[src/external_memory_port_defines.svh]
// Register offsets, field positions, reset values and decode constants.
`ifndef EXTERNAL_MEMORY_PORT_DEFINES_SVH
`define EXTERNAL_MEMORY_PORT_DEFINES_SVH

// ----------------------------------------------------------------------
// Register byte offsets on the APB side
// ----------------------------------------------------------------------
`define XM_OFF_CTRL_A   12'h074
`define XM_OFF_CTRL_B   12'h078
`define XM_OFF_PORT     12'h07c
`define XM_OFF_STATUS   12'h080

// ----------------------------------------------------------------------
// Control A fields
// ----------------------------------------------------------------------
`define XM_A_EN         7
`define XM_A_LIM        6:4
`define XM_A_UWAIT      3:2
`define XM_A_LWAIT      1:0

// ----------------------------------------------------------------------
// Control B fields
// ----------------------------------------------------------------------
`define XM_B_KEEP       7
`define XM_B_MASK       2:0

// ----------------------------------------------------------------------
// Port register fields
// ----------------------------------------------------------------------
`define XM_P_LO_OUT     7:0
`define XM_P_LO_DIR     15:8
`define XM_P_HI_OUT     23:16
`define XM_P_HI_DIR     31:24

// ----------------------------------------------------------------------
// Reset values and decode constants
// ----------------------------------------------------------------------
`define XM_CTRL_RST     8'h00
`define XM_PORT_RST     32'h0000_0000
`define XM_INT_TOP      16'h2200
`define XM_LIM_MIN      3'h2
`define XM_LIM_PAD      13'h0000
`define XM_WAIT_LAST    2'h0
`define XM_WAIT_STEP    2'h1
`define XM_LEN_STEP     3'h1
`define XM_MASK_NONE    3'h0
`define XM_HI_BITS      4'h8
`define XM_TOP_PIN      4'h7
`define XM_ADDR_HI      15:8

`endif

[src/external_memory_port_pkg.sv]
// Types shared by the external memory bus interface.
package external_memory_port_pkg;

    typedef enum logic [1:0] {
        ST_IDLE,
        ST_ADDR,
        ST_LATCH,
        ST_STROBE
    } bus_state_e;

    typedef struct packed {
        bus_state_e  st;
        logic [7:0]  ctl_a;
        logic [7:0]  ctl_b;
        logic [31:0] port;
        logic [15:0] addr;
        logic [7:0]  wdata;
        logic        write;
        logic        ext;
        logic [1:0]  wcode;
        logic [1:0]  wait_cnt;
        logic        ale;
        logic        rd_n;
        logic        wr_n;
        logic        ad_drv;
        logic [7:0]  ad_val;
        logic [7:0]  keep_val;
        logic [7:0]  rd_byte;
        logic        done;
        logic        apb_ld;
        logic [31:0] prdata;
        logic        pslverr;
    } external_memory_port_state_s;

endpackage : external_memory_port_pkg

[src/sector_wait_select.sv]
// Sector decode: picks the wait code and flags external addresses.
`timescale 1ns/100ps
`include "external_memory_port_defines.svh"

module sector_wait_select (
    // Access address
    input  wire logic [15:0] addr,
    // Sector configuration
    input  wire logic [2:0]  limit,
    input  wire logic [1:0]  upper_wait,
    input  wire logic [1:0]  lower_wait,
    // Result
    output logic      [1:0]  wait_code,
    output logic             external
);

    logic [15:0] boundary;
    logic        upper;

    // Limits below the minimum code leave one sector covering everything.
    assign boundary  = {limit, `XM_LIM_PAD};
    assign upper     = (limit < `XM_LIM_MIN) || (addr >= boundary);
    assign wait_code = upper ? upper_wait : lower_wait;
    assign external  = (addr >= `XM_INT_TOP);

endmodule : sector_wait_select

[src/external_memory_bus_interface.sv]
// External memory bus interface: APB registers, bus sequencer and pins.
`timescale 1ns/100ps
`include "external_memory_port_defines.svh"

module external_memory_bus_interface
    import external_memory_port_pkg::*;
(
    // Clock, reset and enable
    input  wire logic        clk_sys,
    input  wire logic        rst_n,
    input  wire logic        ce,
    // APB slave
    input  wire logic        psel,
    input  wire logic        penable,
    input  wire logic        pwrite,
    input  wire logic [11:0] paddr,
    input  wire logic [31:0] pwdata,
    output logic      [31:0] prdata,
    output logic             pready,
    output logic             pslverr,
    // Data-space access from the core
    input  wire logic        acc_valid,
    input  wire logic [15:0] acc_addr,
    input  wire logic        acc_write,
    input  wire logic [7:0]  acc_wdata,
    input  wire logic        acc_next_ram,
    output logic             acc_ready,
    output logic             acc_done,
    output logic      [7:0]  acc_rdata,
    // Multiplexed low address and data bus
    input  wire logic [7:0]  ad_in,
    output logic      [7:0]  ad_out,
    output logic      [7:0]  ad_oe_n,
    output logic      [7:0]  ad_pullup_en,
    output logic             ad_keep_en,
    output logic      [7:0]  ad_keep_val,
    // High address byte
    output logic      [7:0]  ha_out,
    output logic      [7:0]  ha_oe_n,
    // Strobes
    output logic             ale,
    output logic             rd_n,
    output logic             wr_n
);

    // ------------------------------------------------------------------
    // State and decode
    // ------------------------------------------------------------------
    external_memory_port_state_s s_ff;
    external_memory_port_state_s nxt_s;

    logic        en;
    logic        apb_fire;
    logic        hit;
    logic [31:0] rd_mux;
    logic [1:0]  sel_wait;
    logic        sel_ext;
    logic [7:0]  released;

    assign en = s_ff.ctl_a[`XM_A_EN];

    sector_wait_select u_sector (
        .addr       (acc_addr),
        .limit      (s_ff.ctl_a[`XM_A_LIM]),
        .upper_wait (s_ff.ctl_a[`XM_A_UWAIT]),
        .lower_wait (s_ff.ctl_a[`XM_A_LWAIT]),
        .wait_code  (sel_wait),
        .external   (sel_ext)
    );

    // ------------------------------------------------------------------
    // APB decode
    // ------------------------------------------------------------------
    // Read data is captured in the setup cycle so prdata comes from a flop;
    // the cost is that pready waits one cycle if ce was low at setup.
    assign pready   = psel & penable & s_ff.apb_ld & ce;
    assign apb_fire = pready;
    assign prdata   = s_ff.prdata;
    assign pslverr  = s_ff.pslverr;

    always_comb begin
        hit    = 1'b1;
        rd_mux = 32'h0000_0000;
        unique case (paddr)
            `XM_OFF_CTRL_A: rd_mux = {24'h00_0000, s_ff.ctl_a};
            `XM_OFF_CTRL_B: rd_mux = {24'h00_0000, s_ff.ctl_b};
            `XM_OFF_PORT:   rd_mux = s_ff.port;
            `XM_OFF_STATUS: rd_mux = {s_ff.addr, s_ff.rd_byte, 5'h00,
                                      (s_ff.st != ST_IDLE), s_ff.st};
            default:        hit    = 1'b0;
        endcase
    end

    // ------------------------------------------------------------------
    // Next state
    // ------------------------------------------------------------------
    always_comb begin
        nxt_s      = s_ff;
        nxt_s.done = 1'b0;

        if (psel && !s_ff.apb_ld) begin
            nxt_s.apb_ld  = 1'b1;
            nxt_s.prdata  = rd_mux;
            nxt_s.pslverr = !hit;
        end
        if (apb_fire) begin
            nxt_s.apb_ld = 1'b0;
            if (pwrite) begin
                if (paddr == `XM_OFF_CTRL_A) begin
                    nxt_s.ctl_a = pwdata[7:0];
                end
                if (paddr == `XM_OFF_CTRL_B) begin
                    nxt_s.ctl_b = pwdata[7:0];
                end
                if (paddr == `XM_OFF_PORT) begin
                    nxt_s.port = pwdata;
                end
            end
        end

        if (s_ff.ad_drv) begin
            nxt_s.keep_val = s_ff.ad_val;
        end

        unique case (s_ff.st)
            ST_IDLE: begin
                nxt_s.ale = 1'b0;
                if (acc_valid && en) begin
                    nxt_s.st       = ST_ADDR;
                    nxt_s.addr     = acc_addr;
                    nxt_s.write    = acc_write;
                    nxt_s.wdata    = acc_wdata;
                    nxt_s.ext      = sel_ext;
                    nxt_s.wcode    = sel_wait;
                    nxt_s.wait_cnt = sel_wait;
                    nxt_s.ale      = 1'b1;
                    nxt_s.ad_drv   = 1'b1;
                    nxt_s.ad_val   = acc_addr[7:0];
                end
            end
            ST_ADDR: begin
                // Latch closes while the address is still on the bus.
                nxt_s.ale = 1'b0;
                nxt_s.st  = ST_LATCH;
            end
            ST_LATCH: begin
                if (!s_ff.ext) begin
                    // Internal access: pins show activity, no strobes.
                    nxt_s.st   = ST_IDLE;
                    nxt_s.done = 1'b1;
                    nxt_s.ale  = acc_next_ram;
                end else begin
                    nxt_s.st = ST_STROBE;
                    if (s_ff.write) begin
                        nxt_s.ad_val = s_ff.wdata;
                        nxt_s.wr_n   = 1'b0;
                    end else begin
                        nxt_s.ad_drv = 1'b0;
                        nxt_s.rd_n   = 1'b0;
                    end
                end
            end
            ST_STROBE: begin
                if (s_ff.wait_cnt == `XM_WAIT_LAST) begin
                    nxt_s.st     = ST_IDLE;
                    nxt_s.rd_n   = 1'b1;
                    nxt_s.wr_n   = 1'b1;
                    nxt_s.ad_drv = 1'b0;
                    nxt_s.done   = 1'b1;
                    nxt_s.ale    = acc_next_ram;
                    if (!s_ff.write) begin
                        nxt_s.rd_byte = ad_in;
                    end
                end else begin
                    nxt_s.wait_cnt = s_ff.wait_cnt - `XM_WAIT_STEP;
                end
            end
        endcase

        // Dropping the enable mid-access abandons it and hands pins back.
        if (!en) begin
            nxt_s.st     = ST_IDLE;
            nxt_s.ale    = 1'b0;
            nxt_s.rd_n   = 1'b1;
            nxt_s.wr_n   = 1'b1;
            nxt_s.ad_drv = 1'b0;
        end
    end

    always_ff @(posedge clk_sys or negedge rst_n) begin
        if (!rst_n) begin
            s_ff          <= '0;
            s_ff.st       <= ST_IDLE;
            s_ff.ctl_a    <= `XM_CTRL_RST;
            s_ff.ctl_b    <= `XM_CTRL_RST;
            s_ff.port     <= `XM_PORT_RST;
            s_ff.rd_n     <= 1'b1;
            s_ff.wr_n     <= 1'b1;
        end else if (ce) begin
            s_ff <= nxt_s;
        end
    end

    // ------------------------------------------------------------------
    // Core side and pins
    // ------------------------------------------------------------------
    assign acc_ready = (s_ff.st == ST_IDLE) & en;
    assign acc_done  = s_ff.done;
    assign acc_rdata = s_ff.rd_byte;

    assign ale  = en & s_ff.ale;
    assign rd_n = ~en | s_ff.rd_n;
    assign wr_n = ~en | s_ff.wr_n;

    // Keeper only acts while the sequencer has let go of the lines.
    assign ad_keep_en  = en & s_ff.ctl_b[`XM_B_KEEP] & ~s_ff.ad_drv;
    assign ad_keep_val = s_ff.keep_val;

    logic [7:0]  lo_dir;
    logic [7:0]  hi_out;
    logic [7:0]  hi_dir;
    logic [7:0]  hi_addr;

    assign lo_dir  = s_ff.port[`XM_P_LO_DIR];
    assign hi_out  = s_ff.port[`XM_P_HI_OUT];
    assign hi_dir  = s_ff.port[`XM_P_HI_DIR];
    assign hi_addr = s_ff.addr[`XM_ADDR_HI];

    genvar gi;
    generate
        for (gi = 0; gi < `XM_HI_BITS; gi = gi + 1) begin : g_pin
            logic lo_drv;
            assign lo_drv = en ? s_ff.ad_drv : lo_dir[gi];
            assign ad_out[gi]  = en ? s_ff.ad_val[gi]
                                    : s_ff.port[gi];
            assign ad_oe_n[gi] = ~lo_drv;
            assign ad_pullup_en[gi] = s_ff.port[gi] & ~lo_drv;
            // Mask code n frees the n most significant address pins.
            assign released[gi] = ({1'b0, s_ff.ctl_b[`XM_B_MASK]}
                                   > (`XM_TOP_PIN - 4'(gi)))
                                  && (s_ff.ctl_b[`XM_B_MASK]
                                      != `XM_MASK_NONE);
            assign ha_out[gi]  = (en && !released[gi])
                                 ? hi_addr[gi]
                                 : hi_out[gi];
            assign ha_oe_n[gi] = (en && !released[gi])
                                 ? 1'b0 : ~hi_dir[gi];
        end
    endgenerate

    // ------------------------------------------------------------------
    // Assertions
    // ------------------------------------------------------------------
    logic [2:0] strobe_len_ff;
    always_ff @(posedge clk_sys or negedge rst_n) begin
        if (!rst_n) begin
            strobe_len_ff <= 3'h0;
        end else if (ce) begin
            strobe_len_ff <= (!s_ff.rd_n || !s_ff.wr_n)
                             ? strobe_len_ff + `XM_LEN_STEP : 3'h0;
        end
    end
endmodule : external_memory_bus_interface

[config.mk]
export PLATFORM = sky130hd
export DESIGN_NAME = external_memory_bus_interface
export DESIGN_NICKNAME = d
export VERILOG_FILES = /design/src/external_memory_port_pkg.sv /design/src/sector_wait_select.sv /design/src/external_memory_bus_interface.sv
export VERILOG_INCLUDE_DIRS = /design/src
export SDC_FILE = /design/constraint.sdc
export NUM_CORES = 1
export LEC_CHECK = 0
export BUFFER_PORTS_ARGS = -buffer_cell sky130_fd_sc_hd__buf_2
export CAP_MARGIN = 20
export CORE_UTILIZATION = 40
export DETAILED_ROUTE_END_ITERATION = 10
export PLACE_DENSITY_LB_ADDON = 0.25
export SYNTH_ARGS = -nofsm -noshare
export SYNTH_HDL_FRONTEND = slang
export SYNTH_HIERARCHICAL = 1
export SYNTH_SLANG_ARGS = --single-unit
[constraint.sdc]
create_clock -name clk_sys -period 2.2 [get_ports clk_sys]
set_clock_uncertainty 0.2 [all_clocks]
set_input_delay 0.22 -clock clk_sys [delete_from_list [all_inputs] [get_ports clk_sys]]
set_output_delay 0.22 -clock clk_sys [all_outputs]
set_load 0.02 [all_outputs]
### Word level (Yosys, flattened, before mapping)

Index checks and enable logic that the tools add are counted.
Widths: inputs -> output; s select.

* bits in registers: 141
* word-level logic and storage cells: 195

* bitwise logic cells: 36
* reduce and logical (&&, ||, !) cells: 49
* multiplexer cells: 60
* eq/ne operators: 19
* add/subtract/negate cells: 1
* order comparisons: 10

Operator list (number)
* $pmux 32 s4: 1
* $mux 1: 39
* $eq 12x7->1 const B: 3
* $mux 34: 1
* $reduce_and 4->1: 5
* $not 1->1: 19
* $ne 3x3->1 const B: 6
* $ge 16x14->1 const B: 1
* $ge 16x16->1: 1
* $logic_and 1x1->1: 16
* $pmux 8 s2: 1
* $and 1x1->1: 15
* $reduce_and 5->1: 3
* $eq 12x8->1 const B: 1
* $mux 2: 6
* $mux 11: 1
* $gt 3x3->1 const B: 3
* $logic_not 1->1: 9
* $mux 9: 1
* $reduce_and 3->1: 3
* $mux 4: 2
* $mux 8: 1
* $ne 2x2->1 const B: 4
* $pmux 2 s2: 2
* 21 further kinds: 31

### Logic depth before layout (Yosys ltp)

Gate-level depths: netlist of the first run.

* depth in word-level cells: 6
* mapped depth: 8
* depth with buffers taken out: 8

### Modules after synthesis

The synthesis of the first run kept the hierarchy.

By module, submodules not included
* external_memory_bus_interface: times used 1, area each 6802.8 µm², cells an instance 594
* sector_wait_select: times used 1, area each 167.7 µm², cells an instance 19

### Least setup slack after synthesis of the first run

No wires, ideal clock.

* path kind: input port to flip-flop
* from: in paddr[9]
* to: reg s_ff, in the netlist en
* data required time: 1875 ps
* buffers on the path: 1
* library setup time: 125 ps
* slack: -218 ps
* stages on the path: 5
* arrival: 2094 ps
* path through: or4_1 clkbuf_1 nor4_4 nor3b_4 mux2_2

* word-level cells in the longest chain between the ends: 2

Ends and longest elaborated chain
* from (decl): line external_memory_bus_interface.sv:16 `input wire logic [11:0] paddr,`
* $eq 12x7->1
* $reduce_and 4->1 (no line)
* to (signal assigned): line external_memory_bus_interface.sv:200 `s_ff <= nxt_s;`
* to (decl): line external_memory_bus_interface.sv:49 `external_memory_port_state_s s_ff;`

Every way passes these cells.
A chain may end at the register's enable or synchronous reset.

### Worst setup path after layout of the first run

* from: reg s_ff[137] (netlist name)
* to: reg s_ff[63] (netlist name)

* word-level cells in the longest chain between the ends: 5
* elaborated cells on any way between the ends: 6
* classes of those cells: order compare (2); mux (3); reduce/logical (1)

Ends and longest elaborated chain
* $ge 16x16->1 or $lt 3x2->1 (tied branches)
* $logic_or 1x1->1 (*): line sector_wait_select.sv:22 `` assign upper = (limit < `XM_LIM_MIN) || (addr >= boundary); ``
* $mux 2 (*): line sector_wait_select.sv:23 `assign wait_code = upper ? upper_wait : lower_wait;`
* net sel_wait[0]: line external_memory_bus_interface.sv:56 `logic [1:0] sel_wait;`
* $mux 3 (*): line external_memory_bus_interface.sv:128 `if (acc_valid && en) begin`
* $pmux 2 s2 (*): line external_memory_bus_interface.sv:125 `unique case (s_ff.st)`

The timed path passes the listed nets; every way through them passes the cells marked *. The select of a mux whose other input is x is not followed.

==> results of run 1 <==
cells in the mapped netlist (2+ instances only):
cell type and count:
o31ai_1 7, a41oi_1 2, a211oi_1 2, nor2b_1 4, clkbuf_1 27, a21oi_1 32, nand4_1 3, dfrtp_1 139
mux2_2 108, dfstp_2 2, nand2_1 49, nor4_2 2, and3_1 4, nor4bb_1 3, and3b_1 3, nor3_1 5
mux2i_1 15, o21ai_1 2, buf_1 2, buf_4 48, a32oi_1 24, nor2_1 33, buf_2 4, a22oi_1 2
inv_1 13, mux2_4 2, nand3b_1 2, nand2b_1 2, and2_1 11, ha_1 4, nand3_1 2, o22ai_1 2
o21ai_0 33
layout make-up:
class	count	area share, %
multi-input cells	378	31.77
inverters	13	0.5130
flip-flops and latches	141	37.16
well taps	220	2.894
clock buffers	19	4.657
repair buffers	285	20.46
clock inverters	13	2.552
logic make-up (layout without fill, tap and decap cells):
family | count (synthesis) | count (layout) | share of synthesized area (%)
flops | 141 | 141 | 50.66
buf+inv | 94 | 330 | 7.719
simple gates | 135 | 135 | 10.34
mux | 125 | 125 | 20.03
compound gates | 114 | 114 | 10.54
fa+ha+maj | 4 | 4 | 0.7180
worst paths after layout:
check                      slack (ps)             startpoint                    end
setup / recovery                  -10  s_ff[137]$_DFFE_PN0P_   s_ff[63]$_DFFE_PN0P_
hold / removal                     10           acc_addr[14]   s_ff[67]$_DFFE_PN0P_
setup reg to reg                  -10  s_ff[137]$_DFFE_PN0P_   s_ff[63]$_DFFE_PN0P_
hold reg to reg                   270  prdata[7]$_DFFE_PN0P_  prdata[7]$_DFFE_PN0P_
max in group asynchronous         950                  rst_n   s_ff[61]$_DFFE_PN1P_
min in group asynchronous         120                  rst_n  prdata[9]$_DFFE_PN0P_
where the power goes:
| part | internal (W) | leakage [nW] | switching, W | total, W |
|---|---|---|---|---|
| sequential | 0.00265 | 1.92 | 0.0000373 | 0.00269 |
| clock | 0.00226 | 0.336 | 0.00109 | 0.00335 |
| combinational | 0.000244 | 2.44 | 0.000276 | 0.000520 |
sequential cells by signal (all words and copies together) (netlist names):
register,count
ad_keep_val,8
hi_out,8
pslverr,1
acc_done,1
hi_dir,8
hi_addr,8
acc_rdata,8
en,1
lo_dir,8
prdata,32
s_ff,58
critical path: stages (launching register included):
cell and delay [ps]:
dfrtp_1 410, ha_1 290, nor4bb_4 270, nand4_1 190
o2111ai_4 150, buf_6 140, mux2_4 290, nand4_1 90
o21ai_1 70
metrics by stage:
step | util (%) | worst slack, ps
5_1_grt | 56.55 | -107.9
3_5_place_dp | 47.52 | -137.0
2_1_floorplan | - | -120.5
3_3_place_gp | 47.52 | -21.14
6_report | 56.55 | -12.67
4_1_cts | 55.94 | -48.21
layout by cell type (no fill, tap or decap), drive strengths merged, types with 2 or more instances in the layout:
cell and n:
nor4b 2, buf 215, nor2b 4, and3 4, bufinv 7, a211oi 2, nor4 4, nand3 2
dfrtp 139, dfstp 2, mux2 110, nor4bb 3, o22ai 2, nand3b 2, clkbuf 19, clkinv 5
nand2 49, inv 13, o21ai 35, dlygate4sd3 70, a22oi 2, a41oi 2, mux2i 15, o31ai 7
a21oi 32, and3b 3, nor3b 2, nor2 33, and2 11, a32oi 24, nand4 4, nand2b 2
nor3 5, ha 4
routing by layer:
metal  routed length, um  track usage [%]  up-vias  share of wire (%)
li1                    -                -     2615                  -
met2                9998            37.51      180                 49
met1                8887            30.53     2835                 44
met5                   8                0        -              0.040
met4                 314            7.260        2                1.6
met3                 997            4.346       29                4.9
repair_timing:
| action | in CTS | in global routing |
|---|---|---|
| setup buffers | 1 | 1 |
| endpoints found under the hold margin | 175 | 0 |
| pin swaps | 1 | 5 |
| endpoints found under the setup margin | 11 | 12 |
| resized for setup | 7 | 23 |
| hold buffers | 70 | 0 |
==> flow_summary.yaml, run 1 <==
setup_path:
  cp_max_fo: 3
  cp-end-kind: "flip-flop"
  start_kind: "flip-flop"
  reg2regPathDepth: 8
  required_ps: 2290
  crit_arrival_ps: 2300
  worstSetupPathType: "reg -> reg"
clock_tree:
  clock_latency_ps: 420
  cts_num_sinks: 141
  cts_max_level: 4
  cts_made_buffers: 17
  cts_tree: "done"
  path_clk_slew_ps: 60
  cts_buffer_depth: 2
  clock-root-buffer: "clkbuf_16"
sta:
  worst_hold_slack_ps: 14.00
  fin_crit_sh_pct: 100.6
  fmax_ghz: 0.4519
  slew_headroom_pct: 62.74
  setup_viol: 1
  rsz0062_at_grt: "yes"
  final-hold-violation-count: 0
  layout_setup_ws_ps: -12.67
  worstMarginPinSlew_ps: 559.0
  tns_ps: -12.67
  slew_violations: 0
  period_minus_slack_ps: 2213
floorplanning:
  die-area_um2: 17960
  rows: 47
  fp.coreArea_um2: 16820
  die_h_um: 134.0
  initial_core_util_pct: 41.44
  ios: 181
  die_x_um: 134.0
synthesis:
  syn_inst: 613
  yosys_warnings: 6
  async_flop_share_pct: 100.0
  syn_area_per_cell_um2: 11.37
  syn_area_um2: 6970
  synth.area.top_cells: "dfrtp_1 (50%), mux2_2 (17%), buf_4 (5.2%)"
  synth.distinct_cells: 53
  synth.largest_area_cell: "dfrtp_1"
  yosysSeqAreaShare_pct: 50.66
  yosys_register_bits: 141
  syn_nets: 702
  synth_top_area_share_pct: 49.90
  synth-edff-count: 0
  ys.flop_type: "dfrtp_1"
global_routing:
  grt_pass1_wl_um: 31250
  grt_usage_pct: 22.88
  antenna_found_initial: 1
  grt_max_degree: 54
  globalRouteOverflowTotal: 0
  first_global_vias: 5688
finish:
  area_delta_synth_final_pct: 36.46
  drive_above_1_share_pct: 45.35
  fin_cells: 1069
  antenna_cells: 0
  regArea_um2: 3535
  fillers: 1481
  num-nets-final: 925
  final_area_um2: 9512
  multiInputGateArea_um2: 3022
drt:
  wl_per_cell_um: 18.90
  via_per_inst: 5.296
  drc: 0
  drt_first_pass_iters: 5
  drtIter0Drc: 364
  finalWirelength_um: 20210
  route.vias.total: 5661
  ant_nets: 0
placement:
  dp_cells: 965
  postPlaceCellArea_um2: 7993
  dpl.hpwl_um: 14340
  gp_congestion: 0.8310
  port_buffers: 180
outcome:
  outcome: "complete, but fails checks"
  violations: "negative setup slack"
power_and_ir_drop:
  powerDensity_nw_per_um2: 689.7
  ir_drop_mv: 0.6117
  total_power_w: 0.006560
  p_leak_nw: 4.697
worst_hold_path:
  holdPathStages: 4
  worstHoldPathType: "in -> reg"
flow_run:
  max_cap_viol_count: 0
No activity file was read; power rests on OpenSTA's default activity.
==> inputs of run 2 (changes only) <==
GPL_TIMING_DRIVEN = 0   (was not set)
REMOVE_ABC_BUFFERS = 1   (was not set)
==> flow_summary.yaml, run 2 (synthesized netlist as in run 1, its figures left out) <==
power_and_ir_drop:
  pwr-share-seq_pct: 41.0
  intPower_w: 0.005139
  combPwrFrac_pct: 8.0
  clock_power_share_pct: 51.0
  p_leak_nw: 4.790
  p_switching_w: 0.001411
  powerDensity_nw_per_um2: 661.9
  sw_frac_of_total_pct: 21.54
  ir_drop_mv: 0.5019
floorplanning:
  die_x_um: 134.0
  fp.coreArea_um2: 16820
  die-area_um2: 17960
  initial_core_util_pct: 41.44
  rows: 47
  die_h_um: 134.0
  ios: 181
setup_path:
  cp_slowest_stage_delay_ps: 520
  cp_max_fo: 7
  crit_chain: "buf_12, nand2b_4, nor3_4, mux2_4, buf_6"
  crit_family: "flip-flops"
  worstSetupPathType: "reg -> out"
  start_kind: "flip-flop"
  rr_endpoint: "s_ff[64]$_DFFE_PN0P_"
  reg2regPathDepth: 8
  cp-end-kind: "output port"
  required_ps: 1780
  path_depth: 5
  reg2reg_from: "s_ff[139]$_DFFE_PN0P_"
  slowest_stage: "dfrtp_4"
  cp.buffers_inverters: 2
  reg2reg_slack_ps: 50
  crit_arrival_ps: 1820
finish:
  num-nets-final: 923
  final_area_um2: 9896
  antenna_cells: 0
  drive_above_1_share_pct: 48.52
  layout_commonest_cell: "buf_2"
  area_delta_synth_final_pct: 41.97
  postLayoutCoreUtil_pct: 58.84
  largest_reg_flops: 58
  fin_cells: 1067
  top_register: "s_ff"
  final_cell_mix: "buf_2 (164), dfrtp_1 (133), mux2_2 (105), dlygate4sd3_1 (69), nand2_1 (48)"
drt:
  finalWirelength_um: 20980
  drtIter0Drc: 251
  drc: 0
  route.vias.total: 5748
  wl_per_cell_um: 19.67
  via_per_inst: 5.387
  ant_nets: 0
  drt_first_pass_iters: 4
clock_tree:
  cts_buffer_depth: 2
  clock_latency_ps: 420
  cts_num_sinks: 141
  path_clk_slew_ps: 60
  cts_made_buffers: 17
  clock-root-buffer: "clkbuf_16"
  cts_tree: "done"
  cts_max_level: 4
placement:
  gp_congestion: 0.8033
  dpl.hpwl_um: 14120
  port_buffers: 180
  dp_worst_setup_slack_ps: -1179
  postPlaceCellArea_um2: 7899
  dp_cells: 942
outcome:
  outcome: "complete, but fails checks"
  violations: "negative setup slack"
global_routing:
  first_global_vias: 5965
  grt_usage_pct: 23.68
  grtUsageMet2_pct: 38.57
  grt_use_met3_pct: 4.800
  use_met1_pct: 30.98
  busiest_layer: "met2"
  grt_pass1_wl_um: 32170
  antenna_found_initial: 0
  globalRouteOverflowTotal: 0
  grt_max_degree: 91
worst_hold_path:
  holdPathEnd: "s_ff[33]$_DFFE_PN0P_"
  hp-start: "ce"
  holdPathStages: 3
  worstHoldPathType: "in -> reg"
flow_run:
  max_cap_viol_count: 0
sta:
  fmax_ghz: 0.4470
  period_minus_slack_ps: 2237
  slew_violations: 0
  slew_headroom_pct: 49.53
  final-hold-violation-count: 0
  worst_hold_slack_ps: 35.48
  setup_viol: 1
  layout_setup_ws_ps: -37.31
  worstMarginPinSlew_ps: 746.6
  rsz0062_at_grt: "yes"
  fin_crit_sh_pct: 101.7
## run 2: cell types whose count changed in the layout (fill, tap and decap cells not counted), moves of 5 or more
cell,before,now
a21oi_4,1,7
buf_2,177,164
a21oi_2,7,2
and2_4,1,9
buf_4,30,21
buf_16,0,5
buf_6,3,17
and2_1,10,2
## run 2: worst reg2reg max path, stage by stage, from the launching register on
cell	delay, ps
dfrtp_1	370
inv_2	50
ha_4	260
nor4bb_4	260
nand4_1	180
o2111ai_4	150
mux2_4	330
a41oi_2	120
o21ai_1	80
## run 2: layout make-up
class,count,area (um2)
Tap cell,220,275.3
Clock inverter,11,210.2
Multi-Input combinational cell,378,3211
Fill cell,1428,6923
Inverter,13,52.55
Clock buffer,21,480.5
Timing Repair Buffer,283,2126
Sequential cell,141,3541
## run 2: how the worst max path moves through the flow
stage                        start                endpoint  slack [ps]
CTS                 en$_DFFE_PN0P_               ha_out[5]         -60
global placement          paddr[9]  prdata[28]$_DFFE_PN0P_       -3280
global route        en$_DFFE_PN0P_               ha_out[7]        -100
floorplan                 paddr[9]   hi_dir[0]$_DFFE_PN0P_       -1060
finish              en$_DFFE_PN0P_               ha_out[7]         -40
detailed placement        paddr[3]   s_ff[130]$_DFFE_PN0P_       -1180
## run 2: timing repair
item                                   in CTS  in global routing
gates resized for setup                    48                 48
pin swaps                                   9                  6
endpoints found under the hold margin     145                  0
buffers inserted                           19                  5
gates cloned                                0                  0
hold buffers                               70                  0
setup endpoints to repair                 155                 87
## run 2: layer usage
metal	wire, um	part of all wire, %	up-vias
met1	8990	43	2873
met3	1282	6.1	30
met2	10320	49	242
met5	0	0	-
met4	391	1.9	0
li1	-	-	2603
## run 2: power by group through the flow
| stage | clock network [W] | registers, W | logic (W) |
|---|---|---|---|
| 6_report | 0.00334 | 0.00268 | 0.000524 |
| 5_1_grt | 0.00349 | 0.00269 | 0.000564 |
| 4_1_cts | 0.00339 | 0.00268 | 0.000518 |
| 3_5_place_dp | 0 | 0.00273 | 0.000411 |
| 3_3_place_gp | 0 | 0.00273 | 0.000381 |
| 2_1_floorplan | 0 | 0.00278 | 0.0000984 |
## run 2: metrics by stage
step | total power, W | setup TNS, ps
CTS | 0.006590 | -125.2
detailed placement | 0.003143 | -70410
finish | 0.006550 | -37.31
floorplan | 0.002875 | -70920
global route | 0.006748 | -683.4
global placement | 0.003111 | -431610
==> inputs of run 3 (changes only) <==
CAP_MARGIN = 30   (was 20)
REMOVE_ABC_BUFFERS = not set   (was 1)
SYNTH_HIERARCHICAL = not set   (was 1)
==> flow_summary.yaml, run 3 <==
setup_path:
  crit_arrival_ps: 1770
  start_kind: "flip-flop"
  cp_max_fo: 8
  cp-end-kind: "output port"
  required_ps: 1780
  cp_slowest_stage_delay_ps: 360
  worstSetupPathType: "reg -> out"
  slowest_stage: "dfrtp_1"
  crit_chain: "clkbuf_2, a21oi_2, mux2_2, buf_2"
synthesis:
  syn_nets: 731
  synth.largest_area_cell: "dfrtp_1"
  synth.area.top_cells: "dfrtp_1 (48%), mux2_2 (11%), mux2_4 (6.3%)"
  yosysSeqAreaShare_pct: 49.12
  synthTopCellsByCount: "dfrtp_1 (139), mux2_2 (69), nand2_1 (50)"
  synth-edff-count: 0
  async_flop_share_pct: 100.0
  synth.distinct_cells: 51
  yosys_warnings: 0
  syn_inst: 642
  synth_top_area_share_pct: 48.39
  yosys_register_bits: 141
  syn_area_per_cell_um2: 11.20
  syn_area_um2: 7188
  yosysMostFrequentCell: "dfrtp_1"
  ys.flop_type: "dfrtp_1"
finish:
  area_delta_synth_final_pct: 38.00
  fillers: 1532
  antenna_cells: 0
  regArea_um2: 3533
  multiInputGateArea_um2: 3083
  top_register: "s_ff"
  largest_reg_flops: 58
  postLayoutCoreUtil_pct: 56.95
  layout_commonest_cell: "buf_2"
  final_cell_mix: "buf_2 (183), dfrtp_1 (137), mux2_2 (68), dlygate4sd3_1 (68), buf_4 (59)"
  num-nets-final: 1005
  drive_above_1_share_pct: 44.18
sta:
  fin_crit_sh_pct: 99.34
  slew_headroom_pct: 50.10
  slew_violations: 0
  worstMarginPinSlew_ps: 741.6
  fmax_ghz: 0.4576
  setup_viol: 0
  layout_setup_ws_ps: 14.56
  period_minus_slack_ps: 2185
  rsz0062_at_grt: "yes"
  final-hold-violation-count: 0
clock_tree:
  clock-root-buffer: "clkbuf_16"
  cts_made_buffers: 17
  cts_num_sinks: 141
  clock_latency_ps: 430
  cts_max_level: 4
  cts_tree: "done"
  cts_buffer_depth: 2
  path_clk_slew_ps: 60
power_and_ir_drop:
  ir_drop_mv: 0.6042
  powerDensity_nw_per_um2: 637.1
  p_leak_nw: 5.290
placement:
  dpl.hpwl_um: 15100
  gp_congestion: 0.8420
  dp_worst_setup_slack_ps: -821.3
  port_buffers: 179
floorplanning:
  initial_core_util_pct: 41.27
  fp.coreArea_um2: 17420
  die_h_um: 136.1
  rows: 48
  die-area_um2: 18510
  die_x_um: 136.1
  ios: 181
global_routing:
  first_global_vias: 5790
  antenna_found_initial: 0
  grt_usage_pct: 23.78
  globalRouteOverflowTotal: 0
  grt_pass1_wl_um: 32420
  grt_max_degree: 77
drt:
  wl_met3_um: 1019
  finalWirelength_um: 20990
  wl_per_cell_um: 18.20
  drtIter0Drc: 366
  top_layer: "met4"
  met1_length_um: 9513
  wl_met2_um: 10050
  ant_nets: 0
  route.vias.total: 5841
  drc: 0
  drt_first_pass_iters: 5
  via_per_inst: 5.066
flow_run:
  max_cap_viol_count: 0
worst_hold_path:
  worstHoldPathType: "in -> reg"
outcome:
  outcome: "completed"
==> run 3: cell count changes after synthesis, moves of 12 or more <==
cell     before  now
a21o_1        0   24
a22o_1        1   13
a32oi_1      24    1
inv_1        13   38
mux2_2      108   69
mux2_4        2   30
o21ai_0      33   20
o31ai_1       7   24
==> run 3: timing repair <==
item | CTS | global route
gates resized for setup | 27 | 20
buffers inserted | 5 | 5
endpoints found under the hold margin | 165 | 0
endpoints found under the setup margin | 106 | 112
pin swaps | 1 | 2
hold buffers | 68 | 0
==> run 3: cell families (layout without fill, tap and decap cells) <==
logic type	after synthesis	count (layout)	synth area share, %
and+or+nand+nor	139	139	10.08
adders and majority gates	4	4	0.6963
buffers and inverters	120	406	9.173
muxes	114	114	19.16
DFF	141	141	49.12
AOI/OAI and AO/OA	124	124	11.77
==> run 3: layout make-up <==
| type | count | share of cell area (%) |
|---|---|---|
| plain buffers | 77 | 5.348 |
| clock buffers | 20 | 4.503 |
| clock inverters | 11 | 1.930 |
| inverters | 38 | 1.438 |
| multi-input cells | 381 | 31.08 |
| flip-flops and latches | 141 | 35.62 |
| well taps | 225 | 2.838 |
| repair buffers | 260 | 17.24 |
==> run 3: power breakdown <==
group | leakage (nW) | switching (W) | internal (W)
sequential | 1.91 | 0.0000313 | 0.00264
clock | 0.302 | 0.00110 | 0.00203
combinational | 3.08 | 0.000254 | 0.000258
total | 5.29 | 0.00139 | 0.00493
==> run 3: worst max-delay path: cells and delay by family (launching register included) <==
kind	cells	cell delay (ps)
mux	1	360
flops	1	360
buf+inv	2	360
compound gates	1	270
==> run 3: worst paths after layout <==
kind / slack (ps) / start / end / cells past startpoint
min reg2reg: 300 / hi_out[7]$_DFFE_PN0P_ / prdata[23]$_DFFE_PN0P_ / 1
min in group asynchronous: 170 / rst_n / acc_rdata[5]$_DFFE_PN0P_ / 2
max in group asynchronous: 810 / rst_n / s_ff[60]$_DFFE_PN1P_ / 3
max: 10 / s_ff[126]$_DFFE_PN0P_ / ha_out[2] / 4
max reg2reg: 90 / s_ff[33]$_DFFE_PN0P_ / hi_dir[2]$_DFFE_PN0P_ / 6
min: 30 / acc_addr[13] / s_ff[67]$_DFFE_PN0P_ / 4
==> run 3: per-stage QoR <==
stage,instance area [um2],hold WS (ps),TNS [ps],total power [W],std cells
5_1_grt,9920,67.30,-376.8,0.006521,1153
3_3_place_gp,8366,221.5,-227450,0.003121,1046
4_1_cts,9842,11.73,-10.38,0.006362,1151
3_5_place_dp,8414,99.52,-29180,0.003126,1049
2_1_floorplan,7188,-275.6,0,0.002900,642
6_report,9920,28.61,0,0.006320,1153
==> run 3: layer usage <==
layer | vias up | GRT usage (%)
li1 | 2762 | -
met3 | 33 | 4.773
met1 | 2853 | 31.61
met4 | 0 | 8.272
met2 | 193 | 38.44
met5 | - | 0
